$ cat config.mk
export PLATFORM = sky130hd
export DESIGN_NAME = sar_adc_parallel_read_control
export DESIGN_NICKNAME = d
export VERILOG_FILES = /design/src/rtl/adc_pkg.sv /design/src/rtl/sar_link_if.sv /design/src/rtl/result_fifo.sv /design/src/rtl/sar_adc_parallel_read_control.sv /design/src/rtl/sar_engine.sv
export VERILOG_INCLUDE_DIRS = /design/src /design/src/rtl
export SDC_FILE = /design/constraint.sdc
export NUM_CORES = 1
export LEC_CHECK = 0
export BUFFER_PORTS_ARGS = -buffer_cell sky130_fd_sc_hd__buf_2
export CAP_MARGIN = 20
export CORE_UTILIZATION = 35
export CTS_BUF_LIST = sky130_fd_sc_hd__clkbuf_2 sky130_fd_sc_hd__clkbuf_4 sky130_fd_sc_hd__clkbuf_8
export CTS_CLUSTER_DIAMETER = 120
export CTS_CLUSTER_SIZE = 30
export DETAILED_ROUTE_END_ITERATION = 8
export HOLD_SLACK_MARGIN = 0.12
export MAX_ROUTING_LAYER = met4
export REMOVE_ABC_BUFFERS = 1
export SLEW_MARGIN = 20
export SYNTH_ARGS = -nofsm -noshare
export SYNTH_HDL_FRONTEND = slang
export SYNTH_HIERARCHICAL = 1
export SYNTH_SLANG_ARGS = --single-unit
$ cat constraint.sdc
create_clock -name clk_in -period 18.6 [get_ports clk_in]
set_clock_uncertainty 0.1 [all_clocks]
set_input_delay 2.79 -clock clk_in [delete_from_list [all_inputs] [get_ports clk_in]]
set_output_delay 2.79 -clock clk_in [all_outputs]
set_load 0.01 [all_outputs]
$ cat src/rtl/adc_params.svh
// Timing counts, widths, reset values and output field positions of the converter control.
`ifndef ADC_PARAMS_SVH
`define ADC_PARAMS_SVH

// ==========================================================================
// Clock and conversion timing
// ==========================================================================
`define CLK_PERIOD_NS     20
`define CONV_TYP_NS       5500
`define CONV_MAX_NS       6000
// Typical time rounds up, longest time rounds down.
`define CONV_TYP_CYCLES   ((`CONV_TYP_NS + `CLK_PERIOD_NS - 1) / `CLK_PERIOD_NS)
`define CONV_MAX_CYCLES   (`CONV_MAX_NS / `CLK_PERIOD_NS)
`define CONV_OVERHEAD     3

// ==========================================================================
// Widths and depths
// ==========================================================================
`define RESULT_BITS       12
`define FIFO_WORDS        16
`define BIT_CYCLES        (`CONV_TYP_CYCLES / `RESULT_BITS)

// ==========================================================================
// Output line fields
// ==========================================================================
`define TOP_NIBBLE_MSB    11
`define TOP_NIBBLE_LSB    8
`define MID_NIBBLE_MSB    7
`define MID_NIBBLE_LSB    4
`define LOW_NIBBLE_MSB    3
`define LOW_NIBBLE_LSB    0

// ==========================================================================
// Reset values and start trial
// ==========================================================================
`define RESULT_RESET      12'h000
`define BUSY_N_RESET      1'b1
`define MSB_TRIAL         12'h800

`endif

$ cat src/rtl/adc_pkg.sv
// Types shared by the converter control modules.
package adc_pkg;

    // ======================================================================
    // Types
    // ======================================================================
    typedef logic [11:0] result_t;

    // Gray coded along idle, convert, push, latch.
    typedef enum logic [1:0] {
        ST_IDLE    = 2'b00,
        ST_CONVERT = 2'b01,
        ST_PUSH    = 2'b11,
        ST_LATCH   = 2'b10
    } ctrl_state_e;

endpackage : adc_pkg

$ cat src/rtl/sar_link_if.sv
// Carrier between the control top and the approximation register engine.
interface sar_link_if;
    import adc_pkg::*;

    logic    start;
    logic    done;
    logic    comparator;
    result_t trial;

    modport ctrl (output start, output comparator, input done, input trial);
    modport engine (input start, input comparator, output done, output trial);

endinterface : sar_link_if
$ cat src/rtl/result_fifo.sv
// Flip-flop FIFO with valid and ready on both sides.
module result_fifo #(
    parameter int WIDTH = 12,
    parameter int DEPTH = 16
) (
    input  wire logic             clk_in,
    input  wire logic             rst_in,
    input  wire logic             ce_in,
    input  wire logic             in_valid_in,
    output logic                  in_ready_out,
    input  wire logic [WIDTH-1:0] in_data_in,
    output logic                  out_valid_out,
    input  wire logic             out_ready_in,
    output logic [WIDTH-1:0]      out_data_out
);
    localparam int AW = $clog2(DEPTH);

    // ======================================================================
    // State
    // ======================================================================
    typedef struct packed {
        logic [DEPTH-1:0][WIDTH-1:0] mem;
        logic [AW:0]                 wr_ptr;
        logic [AW:0]                 rd_ptr;
    } fifo_s;

    fifo_s q;
    fifo_s d;
    logic  full;
    logic  empty;

    if (DEPTH < 2 || (DEPTH & (DEPTH - 1)) != 0 || WIDTH < 1) begin : g_depth_check
        $error("result_fifo: DEPTH must be a power of two of at least 2");
    end

    // Pointers carry one extra bit so full and empty are told apart honestly.
    assign full  = (q.wr_ptr[AW] != q.rd_ptr[AW]) && (q.wr_ptr[AW-1:0] == q.rd_ptr[AW-1:0]);
    assign empty = (q.wr_ptr == q.rd_ptr);

    always_comb begin
        d = q;
        if (ce_in) begin
            if (in_valid_in && !full) begin
                d.mem[q.wr_ptr[AW-1:0]] = in_data_in;
                d.wr_ptr = q.wr_ptr + 1'b1;
            end
            if (out_ready_in && !empty) begin
                d.rd_ptr = q.rd_ptr + 1'b1;
            end
        end
    end

    always_ff @(posedge clk_in or posedge rst_in) begin
        if (rst_in) begin
            q <= '0;
        end else begin
            q <= d;
        end
    end

    assign in_ready_out  = !full;
    assign out_valid_out = !empty;
    assign out_data_out  = q.mem[q.rd_ptr[AW-1:0]];

endmodule : result_fifo

$ cat src/rtl/sar_adc_parallel_read_control.sv
// Conversion control and parallel read interface of a 12-bit successive-approximation converter.
`include "adc_params.svh"

module sar_adc_parallel_read_control #(
    parameter int RESULT_BITS = `RESULT_BITS,
    parameter int FIFO_WORDS  = `FIFO_WORDS,
    parameter int BIT_CYCLES  = `BIT_CYCLES
) (
    input  wire logic             clk_in,
    input  wire logic             rst_in,
    input  wire logic             ce_in,
    input  wire logic             select_n_in,
    input  wire logic             read_n_in,
    input  wire logic             high_byte_select_in,
    input  wire logic             bipolar_in,
    input  wire logic             comparator_in,
    output logic                  busy_n_out,
    output adc_pkg::result_t      result_output_lines_out,
    output logic                  result_output_oe_out,
    output adc_pkg::result_t      dac_trial_out
);
    import adc_pkg::*;

    // ======================================================================
    // Elaboration checks
    // ======================================================================
    if (RESULT_BITS != 12) begin : g_width_check
        $error("sar_adc_parallel_read_control: only 12 result bits are supported");
    end
    if (RESULT_BITS * BIT_CYCLES + `CONV_OVERHEAD > `CONV_MAX_CYCLES) begin : g_time_check
        $error("sar_adc_parallel_read_control: conversion would exceed its longest time");
    end

    // ======================================================================
    // State
    // ======================================================================
    typedef struct packed {
        ctrl_state_e state;
        logic        start_seen;
        logic        busy_n;
        result_t     pending;
        result_t     out_latch;
        result_t     lines;
        logic        oe;
    } ctrl_s;

    ctrl_s q;
    ctrl_s d;

    sar_link_if link ();

    logic    fifo_in_valid;
    logic    fifo_in_ready;
    logic    fifo_out_valid;
    logic    fifo_out_ready;
    result_t fifo_out_data;
    logic    start_term;
    logic    read_term;
    result_t coded;

    // ======================================================================
    // Decode of the control inputs
    // ======================================================================
    // All three inputs must be low; a high byte select blocks the start.
    assign start_term = !select_n_in && !read_n_in && !high_byte_select_in;
    assign read_term  = !select_n_in && !read_n_in;

    // Offset binary from the engine becomes two's complement by flipping the MSB.
    assign coded = bipolar_in ? {~link.trial[11], link.trial[10:0]} : link.trial;

    // ======================================================================
    // Approximation engine and result buffer
    // ======================================================================
    assign link.comparator = comparator_in;
    assign link.start      = ce_in && (q.state == ST_IDLE) && start_term && !q.start_seen;

    sar_engine #(
        .BIT_CYCLES (BIT_CYCLES)
    ) u_engine (
        .clk_in (clk_in),
        .rst_in (rst_in),
        .ce_in  (ce_in),
        .link   (link)
    );

    assign fifo_in_valid = (q.state == ST_PUSH);
    // The latch refuses a new word while a high-byte read is on the bus, so the two
    // bytes of one result never tear; the buffer absorbs the finished word meanwhile.
    assign fifo_out_ready = !(read_term && high_byte_select_in);

    result_fifo #(
        .WIDTH (RESULT_BITS),
        .DEPTH (FIFO_WORDS)
    ) u_fifo (
        .clk_in        (clk_in),
        .rst_in        (rst_in),
        .ce_in         (ce_in),
        .in_valid_in   (fifo_in_valid),
        .in_ready_out  (fifo_in_ready),
        .in_data_in    (q.pending),
        .out_valid_out (fifo_out_valid),
        .out_ready_in  (fifo_out_ready),
        .out_data_out  (fifo_out_data)
    );

    // ======================================================================
    // Control sequence
    // ======================================================================
    always_comb begin
        d = q;
        if (ce_in) begin
            // The start is edge based so a read held for the whole conversion
            // cannot trigger a second one when the first ends.
            d.start_seen = start_term;
            if (fifo_out_valid && fifo_out_ready) begin
                d.out_latch = fifo_out_data;
            end
            case (q.state)
                ST_IDLE: begin
                    d.busy_n = 1'b1;
                    if (link.start) begin
                        d.state  = ST_CONVERT;
                        d.busy_n = 1'b0;
                    end
                end
                ST_CONVERT: begin
                    // Further start conditions are not looked at here.
                    if (link.done) begin
                        d.pending = coded;
                        d.state   = ST_PUSH;
                    end
                end
                ST_PUSH: begin
                    // A full buffer holds busy low until room appears.
                    if (fifo_in_ready) begin
                        d.state = ST_LATCH;
                    end
                end
                ST_LATCH: begin
                    if (fifo_out_valid && fifo_out_ready) begin
                        d.state = ST_IDLE;
                    end
                end
                default: begin
                    d.state  = ST_IDLE;
                    d.busy_n = 1'b1;
                end
            endcase

            // Output drivers follow select and read strobe only.
            d.oe = read_term;
            if (high_byte_select_in) begin
                d.lines = {q.out_latch[`TOP_NIBBLE_MSB:`TOP_NIBBLE_LSB], 4'h0,
                           q.out_latch[`TOP_NIBBLE_MSB:`TOP_NIBBLE_LSB]};
            end else begin
                d.lines = q.out_latch;
            end
        end
    end

    always_ff @(posedge clk_in or posedge rst_in) begin
        if (rst_in) begin
            q           <= '0;
            q.state     <= ST_IDLE;
            q.busy_n    <= `BUSY_N_RESET;
            q.out_latch <= `RESULT_RESET;
            q.lines     <= `RESULT_RESET;
        end else begin
            q <= d;
        end
    end

    // ======================================================================
    // Outputs
    // ======================================================================
    assign busy_n_out              = q.busy_n;
    assign result_output_lines_out = q.lines;
    assign result_output_oe_out    = q.oe;
    assign dac_trial_out           = link.trial;

endmodule : sar_adc_parallel_read_control

$ cat src/rtl/sar_engine.sv
// Successive-approximation engine: walks the trial word from MSB to LSB.
`include "adc_params.svh"

module sar_engine #(
    parameter int BIT_CYCLES = `BIT_CYCLES
) (
    input  wire logic clk_in,
    input  wire logic rst_in,
    input  wire logic ce_in,
    sar_link_if.engine link
);
    import adc_pkg::*;

    // ======================================================================
    // State
    // ======================================================================
    typedef struct packed {
        logic       active;
        logic [3:0] bit_idx;
        logic [7:0] tick;
        result_t    approx;
        logic       done;
    } engine_s;

    engine_s q;
    engine_s d;

    if (BIT_CYCLES < 1 || BIT_CYCLES > 255) begin : g_cycles_check
        $error("sar_engine: BIT_CYCLES out of range");
    end

    always_comb begin
        d = q;
        if (ce_in) begin
            // The done pulse only ends on an enabled cycle; clearing it while the enable
            // is low would lose it before the frozen control side could see it.
            d.done = 1'b0;
            if (!q.active) begin
                if (link.start) begin
                    // Clearing the register and setting the MSB trial in one step.
                    d.active  = 1'b1;
                    d.approx  = `MSB_TRIAL;
                    d.bit_idx = 4'd11;
                    d.tick    = 8'd0;
                end
            end else if (q.tick == 8'(BIT_CYCLES - 1)) begin
                d.tick = 8'd0;
                if (!link.comparator) begin
                    d.approx[q.bit_idx] = 1'b0;
                end
                if (q.bit_idx == 4'd0) begin
                    d.active = 1'b0;
                    d.done   = 1'b1;
                end else begin
                    d.approx[q.bit_idx - 4'd1] = 1'b1;
                    d.bit_idx = q.bit_idx - 4'd1;
                end
            end else begin
                d.tick = q.tick + 8'd1;
            end
        end
    end

    always_ff @(posedge clk_in or posedge rst_in) begin
        if (rst_in) begin
            q <= '0;
        end else begin
            q <= d;
        end
    end

    assign link.trial = q.approx;
    assign link.done  = q.done;

endmodule : sar_engine

==> flow_summary.json, run 1 <==
{
  "clock-sinks": 269,
  "die_x_um": 194.3,
  "violations": "DRC",
  "rsz0062_at_grt": "false",
  "nNetsFinal": 900,
  "cap_viol_max_count": 0,
  "period_share": 0.2687,
  "num_io_pins": 34,
  "antenna_found_initial": 0,
  "postSynthCellCount": 909,
  "hold_violations": 0,
  "start_util": 0.3543,
  "drtPass1Iterations": 7,
  "p_switching_uw": 339.2,
  "grt_max_degree": 105,
  "cts_buffers": 12,
  "required_ns": 18.93,
  "synth.most_common_cell": "dfrtp_1",
  "postCtsSetupRepairBufs": 0,
  "power.density_nw_per_um2": 80.71,
  "fin_crit_ns": 4.997,
  "grt_pass1_wl_um": 43820,
  "cts_resized": 0,
  "dp_hpwl_um": 17280,
  "totalWireLength_um": 27180,
  "p_leak_nw": 6.320,
  "ant_nets": 0,
  "worstPathArrival_ns": 5.33,
  "cts_buffer_depth": 3,
  "drv_slew": 0,
  "drive_gt1_frac": 0.3492,
  "seq_area_um2": 6738,
  "clk_pin_slew_worst_paths_ns": 0.18,
  "tns_ns": 0,
  "netSwitchingFraction": 0.3124,
  "yosysWarnings": 6,
  "syn_to_final_growth_pct": 3.985,
  "dp_cells": 1333,
  "max_slew_margin": 0.2760,
  "overflow": 0,
  "fmax_ghz": 0.2001,
  "worstHoldStart": "q[17]$_DFFE_PP0P_",
  "avgSynthCellArea_um2": 14.23,
  "hold_slack_ns": 0.3955,
  "ctsHoldBuffers": 0,
  "core_um2": 36520,
  "clock-root-buffer": "clkbuf_8",
  "die_h_um": 194.3,
  "yosysTopAreaCell": "dfrtp_1",
  "hold_depth": 1,
  "clk-insertion-delay-late_ns": 0.55,
  "reg2reg_depth": 6,
  "synth_flop_cell": "dfrtp_1",
  "start_kind": "input pin",
  "drt_iter0_markers": 556,
  "pwr-share-seq": 0.581,
  "grtUsageTotal": 0.1518,
  "htreeDepth": 1,
  "rows": 70,
  "critPathKind": "input pin to register",
  "synth-edff-count": 0,
  "synth_top_cell_area_share": 0.5183,
  "status": "complete, but fails checks",
  "vias": 7164,
  "peakVddDrop_mv": 0.04933,
  "dieArea_um2": 37740,
  "setup_viol": 0,
  "pwr-share-clk": 0.225,
  "r2r_setup_slack_ns": 15.38,
  "tightest_slew_ns": 1.084,
  "p_int_uw": 746.7,
  "p_comb_frac": 0.194,
  "drc_errors": 2,
  "synth_area_leaders": "dfrtp_1 52%, mux2_2 14%, mux4_2 8.4%",
  "fill_cells": 3477,
  "hold_class": "register to register",
  "worstReg2RegEnd": "u_fifo/q[55]$_DFFE_PP0P_",
  "cts_tree": "yes",
  "timing.rr.start": "u_fifo/q[1]$_DFFE_PP0P_",
  "ys_types": 61,
  "end_kind": "register",
  "vias_per_cell": 5.303,
  "wl_per_cell_um": 20.12,
  "instances_no_fill": 1351,
  "multi_input_area_um2": 5608,
  "io_buffers": 33,
  "place.gp.congestion": 0.8041,
  "ys_seq_area_frac": 0.5204,
  "hold_end": "result_output_lines_out[4]$_DFFE_PP0P_",
  "path_max_fanout": 31,
  "grt_pass1_vias": 7306,
  "ys_async_sr_fraction": 1.000,
  "p_total_mw": 1.086,
  "ys_ff_latch": 269,
  "netlist_top_cells_count": "268 x dfrtp_1, 157 x mux2_2, 59 x mux2_1",
  "syn_area_um2": 12940
}
-- registers in the layout (all words and copies together), names as in the netlist --
name and cells:
u_engine/link.trial 12, u_fifo/q 202, result_output_oe_out 1, u_engine/link.done 1
result_output_lines_out 12, busy_n_out 1, q 27, u_engine/q 13
-- per-layer routing --
layer / GRT usage / wire length, um / part of all wire / up-vias
li1: - / - / - / 3226
met1: 0.2172 / 13090 / 0.48 / 3826
met2: 0.2361 / 12950 / 0.48 / 86
met3: 0.01618 / 674 / 0.025 / 26
met4: 0.02646 / 461 / 0.017 / 0
met5: - / 0 / 0 / -
-- area by class of cell --
| type | count | area share |
|---|---|---|
| Sequential cell | 269 | 0.5008 |
| Multi-Input combinational cell | 539 | 0.4168 |
| Tap cell | 468 | 0.04352 |
| Timing Repair Buffer | 46 | 0.01953 |
| Clock buffer | 17 | 0.01553 |
| Inverter | 11 | 0.003627 |
| Antenna cell | 1 | 0.0001860 |
-- stage by stage --
step / setup WS [ns] / cell area (um^2) / util
finish: 13.60 / 13450 / 0.3684
global route: 13.43 / 13450 / 0.3683
CTS: 13.64 / 13450 / 0.3682
detailed placement: 13.07 / 13240 / 0.3625
global placement: 13.07 / 13240 / 0.3625
floorplan: 10.20 / 12360 / -
-- worst max-delay path: stages --
cell       delay [ns]
buf_2            0.46
and2_1           0.41
nand2_1          0.25
a2111oi_4        0.99
mux2_2           0.42
-- cells by family after synthesis --
logic type / share of synthesized area
adder cells (fa/ha/maj): 0.01257
flip-flops: 0.5204
AND/OR/NAND/NOR: 0.05019
buffers and inverters: 0.04816
multiplexers: 0.2839
XOR/XNOR: 0.01412
AO/OA/AOI/OAI: 0.07069
-- cells in the final DEF, fill, tap and decap left out, types with 5 or more instances in the layout --
cell / instances
dfrtp_1: 266
mux2_2: 157
mux2_1: 59
mux4_2: 48
nand2_1: 34
buf_2: 33
nor2_1: 27
a22oi_1: 25
a21oi_1: 17
o2bb2ai_1: 13
clkbuf_8: 13
buf_4: 13
o211ai_1: 13
ha_1: 13
xor2_1: 12
nand3_1: 11
inv_1: 8
mux2_4: 8
nand2b_1: 8
nand4_1: 8
xnor2_1: 7
o21ai_0: 6
nor3_1: 6
a21oi_2: 5
and2_1: 5
a22o_1: 5
a211oi_2: 5
-- power groups by stage --
stage,clock network (mW),registers (mW),logic (mW)
after global routing,0.273,0.635,0.230
final,0.244,0.631,0.211
after floorplan,0,0.658,0.125
after global placement,0,0.641,0.211
after CTS,0.253,0.631,0.213
after detailed placement,0,0.641,0.212
-- how the worst max path moves through the flow --
stage	from	to	slack, ns	cells after the start
CTS	ce_in	u_fifo/q[55]$_DFFE_PP0P_	13.64	5
finish	ce_in	u_fifo/q[55]$_DFFE_PP0P_	13.60	5
detailed placement	ce_in	u_fifo/q[57]$_DFFE_PP0P_	13.07	5
global route	ce_in	u_fifo/q[55]$_DFFE_PP0P_	13.43	5
floorplan	rst_in	u_fifo/q[0]$_DFFE_PP0P_	10.20	1
global placement	ce_in	u_fifo/q[47]$_DFFE_PP0P_	13.07	5
Note: power is estimated with default switching activity, not from simulation.
==> run 2, diff against run 1 <==
clock period = 4.6 ns   (was 18.6 ns; I/O delays follow)
==> run 2 against run 1 <==
Sequential share of layout area decreased by 0.12 points. Worst setup slack worse by 12 ns. Hold slack got worse by 0.012 ns. Die area unchanged. Sequential power rose to 4.0 times the previous value. The flow now finishes without violations. Clock-buffer cell count unchanged. Highest routed layer unchanged. Final cell count grew 0.22%. Critical endpoint is now u_fifo/q[42]$_DFFE_PP0P_. Largest cell class unchanged.
==> flow_summary.json, run 2 (same netlist as run 1, synthesis figures left out) <==
{
  "dp_hpwl_um": 17250,
  "r2r_setup_slack_ns": 1.55,
  "cts_tree": "yes",
  "regMostFlops": "u_fifo/q",
  "clock-root-buffer": "clkbuf_8",
  "drc_errors": 0,
  "grt_max_degree": 128,
  "setup_slack_ns": 1.552,
  "drtPass1Iterations": 5,
  "cts_buffer_depth": 3,
  "instances_no_fill": 1354,
  "period_share": 0.6625,
  "num_io_pins": 34,
  "rsz0062_at_grt": "false",
  "clk_pin_slew_worst_paths_ns": 0.18,
  "place.gp.congestion": 0.8216,
  "largest_reg_flops": 202,
  "start_util": 0.3543,
  "grtUsageTotal": 0.1511,
  "fmax_ghz": 0.3281,
  "fill_cells": 3463,
  "worstPathArrival_ns": 3.38,
  "diodes": 0,
  "vias_per_cell": 5.312,
  "final_cell_mix": "266 x dfrtp_1, 157 x mux2_2, 59 x mux2_1",
  "start_kind": "register",
  "totalWireLength_um": 26960,
  "grt_pass1_vias": 7476,
  "dp_cells": 1335,
  "required_ns": 4.93,
  "drv_slew": 0,
  "fin_crit_ns": 3.048,
  "p_leak_nw": 6.338,
  "clock-sinks": 269,
  "status": "completed",
  "cts_buffers": 12,
  "drive_gt1_frac": 0.3499,
  "nNetsFinal": 904,
  "tightest_slew_ns": 1.147,
  "reg.largest.list": "u_fifo/q x202, q x27, u_engine/q x13",
  "path_max_fanout": 26,
  "peakVddDrop_mv": 0.2408,
  "cap_viol_max_count": 0,
  "setup_viol": 0,
  "hold_slack_ns": 0.3837,
  "dpl_worst_slack_ns": 1.580,
  "hold_class": "input pin to register",
  "vias": 7193,
  "antenna_found_initial": 0,
  "overflow": 0,
  "use_met1": 0.2169,
  "wl_per_cell_um": 19.91,
  "cts_resized": 0,
  "dieArea_um2": 37740,
  "top_usage_layer": "met2",
  "max_slew_margin": 0.2346,
  "core_um2": 36520,
  "syn_to_final_growth_pct": 4.236,
  "drt_iter0_markers": 594,
  "io_buffers": 33,
  "end_kind": "register",
  "htreeDepth": 1,
  "power.density_nw_per_um2": 324.1,
  "grt_pass1_wl_um": 43770,
  "die_x_um": 194.3,
  "hold_violations": 0,
  "clk-insertion-delay-late_ns": 0.54,
  "critPathKind": "register to register",
  "final_common_cell": "dfrtp_1",
  "tns_ns": 0,
  "ant_nets": 0,
  "grtUsageMet3": 0.02035,
  "postCtsSetupRepairBufs": 0,
  "die_h_um": 194.3,
  "gr-usage-met2": 0.2309,
  "rows": 70
}
-- run 2: cell types whose count changed in the layout (fill, tap and decap cells not counted), sizes merged --
cell         delta
dlygate4sd3     +1
clkinv          +1
diode           -1
inv             -1
buf             +3
-- run 2: worst paths after layout --
path / depth (start not counted) / end / startpoint
setup / recovery: 5 / u_fifo/q[42]$_DFFE_PP0P_ / u_fifo/q[0]$_DFFE_PP0P_
hold / removal: 3 / q[36]$_DFFE_PP0P_ / bipolar_in
setup reg to reg: 5 / u_fifo/q[42]$_DFFE_PP0P_ / u_fifo/q[0]$_DFFE_PP0P_
hold reg to reg: 1 / u_fifo/q[4]$_DFFE_PP0P_ / u_fifo/q[4]$_DFFE_PP0P_
max in group asynchronous: 4 / u_fifo/q[104]$_DFFE_PP0P_ / rst_in
min in group asynchronous: 3 / u_engine/link.trial[3]$_DFFE_PP0P_ / rst_in
-- run 2: timing repair --
action	in CTS	in global routing
hold endpoints to repair	0	14
setup endpoints to repair	0	0
hold buffers	0	1
-- run 2: final cells by class --
type | count | area, um^2 | share of cell area
inverter | 11 | 48.80 | 0.003618
multi-input combinational | 539 | 5603 | 0.4154
clock buffer | 17 | 209.0 | 0.01549
sequential | 269 | 6738 | 0.4996
timing repair buffer | 50 | 302.8 | 0.02245
tap | 468 | 585.6 | 0.04342
-- run 2: per-stage QoR --
step	total power, mW	util	instance area [um^2]
2_1_floorplan	3.164	-	12360
3_3_place_gp	3.428	0.3627	13250
3_5_place_dp	3.434	0.3627	13250
4_1_cts	4.439	0.3684	13450
5_1_grt	4.584	0.3693	13490
6_report	4.371	0.3693	13490
-- run 2: layer usage --
layer,routed length [um],share of wire,up-vias
met4,442,0.016,0
met1,13100,0.49,3801
met2,12460,0.46,131
li1,-,-,3238
met3,966,0.036,23
met5,0,0,-
-- run 2: worst max-delay path: stages, from the launching register on --
cell and delay, ns:
dfrtp_4 0.79, xor2_1 0.33, nor3_4 0.05, buf_4 0.26
a2111oi_4 0.99, mux2_2 0.42
-- run 2: power breakdown --
group	internal, mW	switching, mW
clock	0.295	0.694
sequential	2.42	0.123
combinational	0.303	0.540
total	3.01	1.36
==> run 3, diff against run 2 <==
clock period = 2.5 ns   (was 4.6 ns; I/O delays follow)
==> run 3 against run 2 <==
Clock-buffer cell count increased by 1. Via count increased by 2.3%. Flip-flop and latch count unchanged. Design area increased by 4.4%. Clock power increased by 87%. Largest cell class unchanged.
==> flow_summary.json, run 3 (same netlist as run 1, synthesis figures left out) <==
{
  "dieArea_um2": 37740,
  "largest_reg_flops": 202,
  "reg2reg_depth": 6,
  "timing.rr.start": "u_fifo/q[0]$_DFFE_PP0P_",
  "worstPathArrival_ns": 2.73,
  "postCtsSetupRepairBufs": 0,
  "hold_class": "input pin to register",
  "cts_tree": "yes",
  "critPathCapture": "u_fifo/q[28]$_DFFE_PP0P_",
  "path_cells": "xor2_1 -> nor3_4 -> buf_12 -> a2111oi_4 -> buf_4 -> mux2_2",
  "dp_hpwl_um": 18800,
  "clock-root-buffer": "clkbuf_8",
  "cts_buffer_depth": 3,
  "drt_iter0_markers": 397,
  "reg.largest.list": "u_fifo/q x202, q x27, u_engine/q x13",
  "grt_pass1_wl_um": 46310,
  "r2r_setup_slack_ns": 0.11,
  "ant_nets": 0,
  "rsz0062_at_grt": "false",
  "fmax_ghz": 0.4185,
  "peakVddDrop_mv": 0.2914,
  "tightest_slew_ns": 0.9197,
  "power.density_nw_per_um2": 600.6,
  "die_h_um": 194.3,
  "cap_viol_max_count": 0,
  "grt_pass1_vias": 7907,
  "grtUsageTotal": 0.1604,
  "diodes": 0,
  "max_slew_margin": 0.3856,
  "hold_violations": 0,
  "p_total_mw": 8.453,
  "final_cell_mix": "266 x dfrtp_1, 157 x mux2_2, 59 x mux2_1",
  "vias_per_cell": 5.244,
  "cts_buffers": 12,
  "drtPass1Iterations": 6,
  "p_leak_nw": 6.648,
  "critPathKind": "register to register",
  "dpl_worst_slack_ns": 0.1017,
  "antenna_found_initial": 0,
  "fin_crit_ns": 2.390,
  "wl_per_cell_um": 20.09,
  "grt_max_degree": 77,
  "drive_gt1_frac": 0.3782,
  "fill_cells": 3431,
  "syn_to_final_growth_pct": 8.780,
  "setup_viol": 0,
  "regMostFlops": "u_fifo/q",
  "clk_pin_slew_worst_paths_ns": 0.19,
  "start_kind": "register",
  "io_buffers": 33,
  "worstHoldStart": "comparator_in",
  "required_ns": 2.84,
  "die_x_um": 194.3,
  "htreeDepth": 1,
  "period_share": 0.9559,
  "drv_slew": 0,
  "slowest_stage": "dfrtp_4",
  "rows": 70,
  "max_stage_delay_ns": 0.62,
  "placed_area_um2": 13770,
  "drc_errors": 0,
  "end_kind": "register",
  "start_util": 0.3543,
  "overflow": 0,
  "core_um2": 36520,
  "vias": 7362,
  "final_area_um2": 14070,
  "place.gp.congestion": 0.8121,
  "worstReg2RegEnd": "u_fifo/q[28]$_DFFE_PP0P_",
  "clock-sinks": 269,
  "setup_slack_ns": 0.1102,
  "path_max_fanout": 20,
  "nNetsFinal": 953,
  "status": "completed",
  "num_io_pins": 34,
  "critPathLaunch": "u_fifo/q[0]$_DFFE_PP0P_",
  "final_common_cell": "dfrtp_1",
  "clk-insertion-delay-late_ns": 0.55,
  "totalWireLength_um": 28210
}
run 3: changes by cell type in the layout (fill, tap and decap cells not counted), sizes merged:
cell | previous run | this run
buf | 49 | 91
clkbuf | 17 | 18
clkinv | 2 | 1
dlygate4sd3 | 1 | 8
inv | 9 | 10
run 3: worst max-delay path, delay by kind of cell (launching register included):
family / cells / cell delay [ns]
mux: 1 / 0.37
buf+inv: 2 / 0.49
xor+xnor: 1 / 0.33
compound gates: 1 / 0.28
simple gates: 1 / 0.07
flops: 1 / 0.62
run 3: layer usage:
metal	GRT usage	up-vias	wire length [um]
met1	0.2255	3922	13620
met2	0.2574	64	13590
met3	0.01426	24	665
met5	-	-	0
li1	-	3352	-
met4	0.02440	0	335
run 3: worst min path at each step:
stage	end	slack (ns)	cells past startpoint
floorplan	u_engine/link.done$_DFFE_PP0P_	0.32	1
global placement	q[40]$_DFFE_PP0P_	0.34	2
detailed placement	q[40]$_DFFE_PP0P_	0.35	2
CTS	u_engine/link.trial[3]$_DFFE_PP0P_	0.18	4
global route	u_engine/link.trial[3]$_DFFE_PP0P_	0.20	4
finish	u_engine/link.trial[3]$_DFFE_PP0P_	0.21	4
run 3: cell type report:
| type | count | area, um^2 | area share |
|---|---|---|---|
| multi-input cells | 539 | 5605 | 0.3983 |
| clock buffers | 18 | 216.5 | 0.01538 |
| well taps | 468 | 585.6 | 0.04160 |
| flip-flops and latches | 269 | 6738 | 0.4787 |
| repair buffers | 99 | 880.8 | 0.06258 |
| inverters | 11 | 48.80 | 0.003467 |
run 3: stage by stage:
stage,setup TNS (ns),hold slack (ns),utilization,instances
finish,0,0.2062,0.3854,1404
global route,0,0.1987,0.3854,1404
CTS,0,0.1786,0.3852,1404
detailed placement,0,0.3539,0.3770,1378
global placement,0,0.3364,0.3770,1378
floorplan,-1060.84,0.3150,-,819
run 3: power by group:
part	total, mW	internal (mW)	switching [mW]	leakage [nW]
registers	4.60	4.45	0.157	3.72
clock network	1.85	0.561	1.29	0.116
logic	2.00	0.847	1.15	2.82
total	8.45	5.85	2.60	6.65
run 3: timing repair:
item                                   4_1_cts  5_1_grt
setup endpoints to repair                    0       12
endpoints found under the hold margin      115        0
hold buffers                                 8        0
gates resized for setup                      0        1
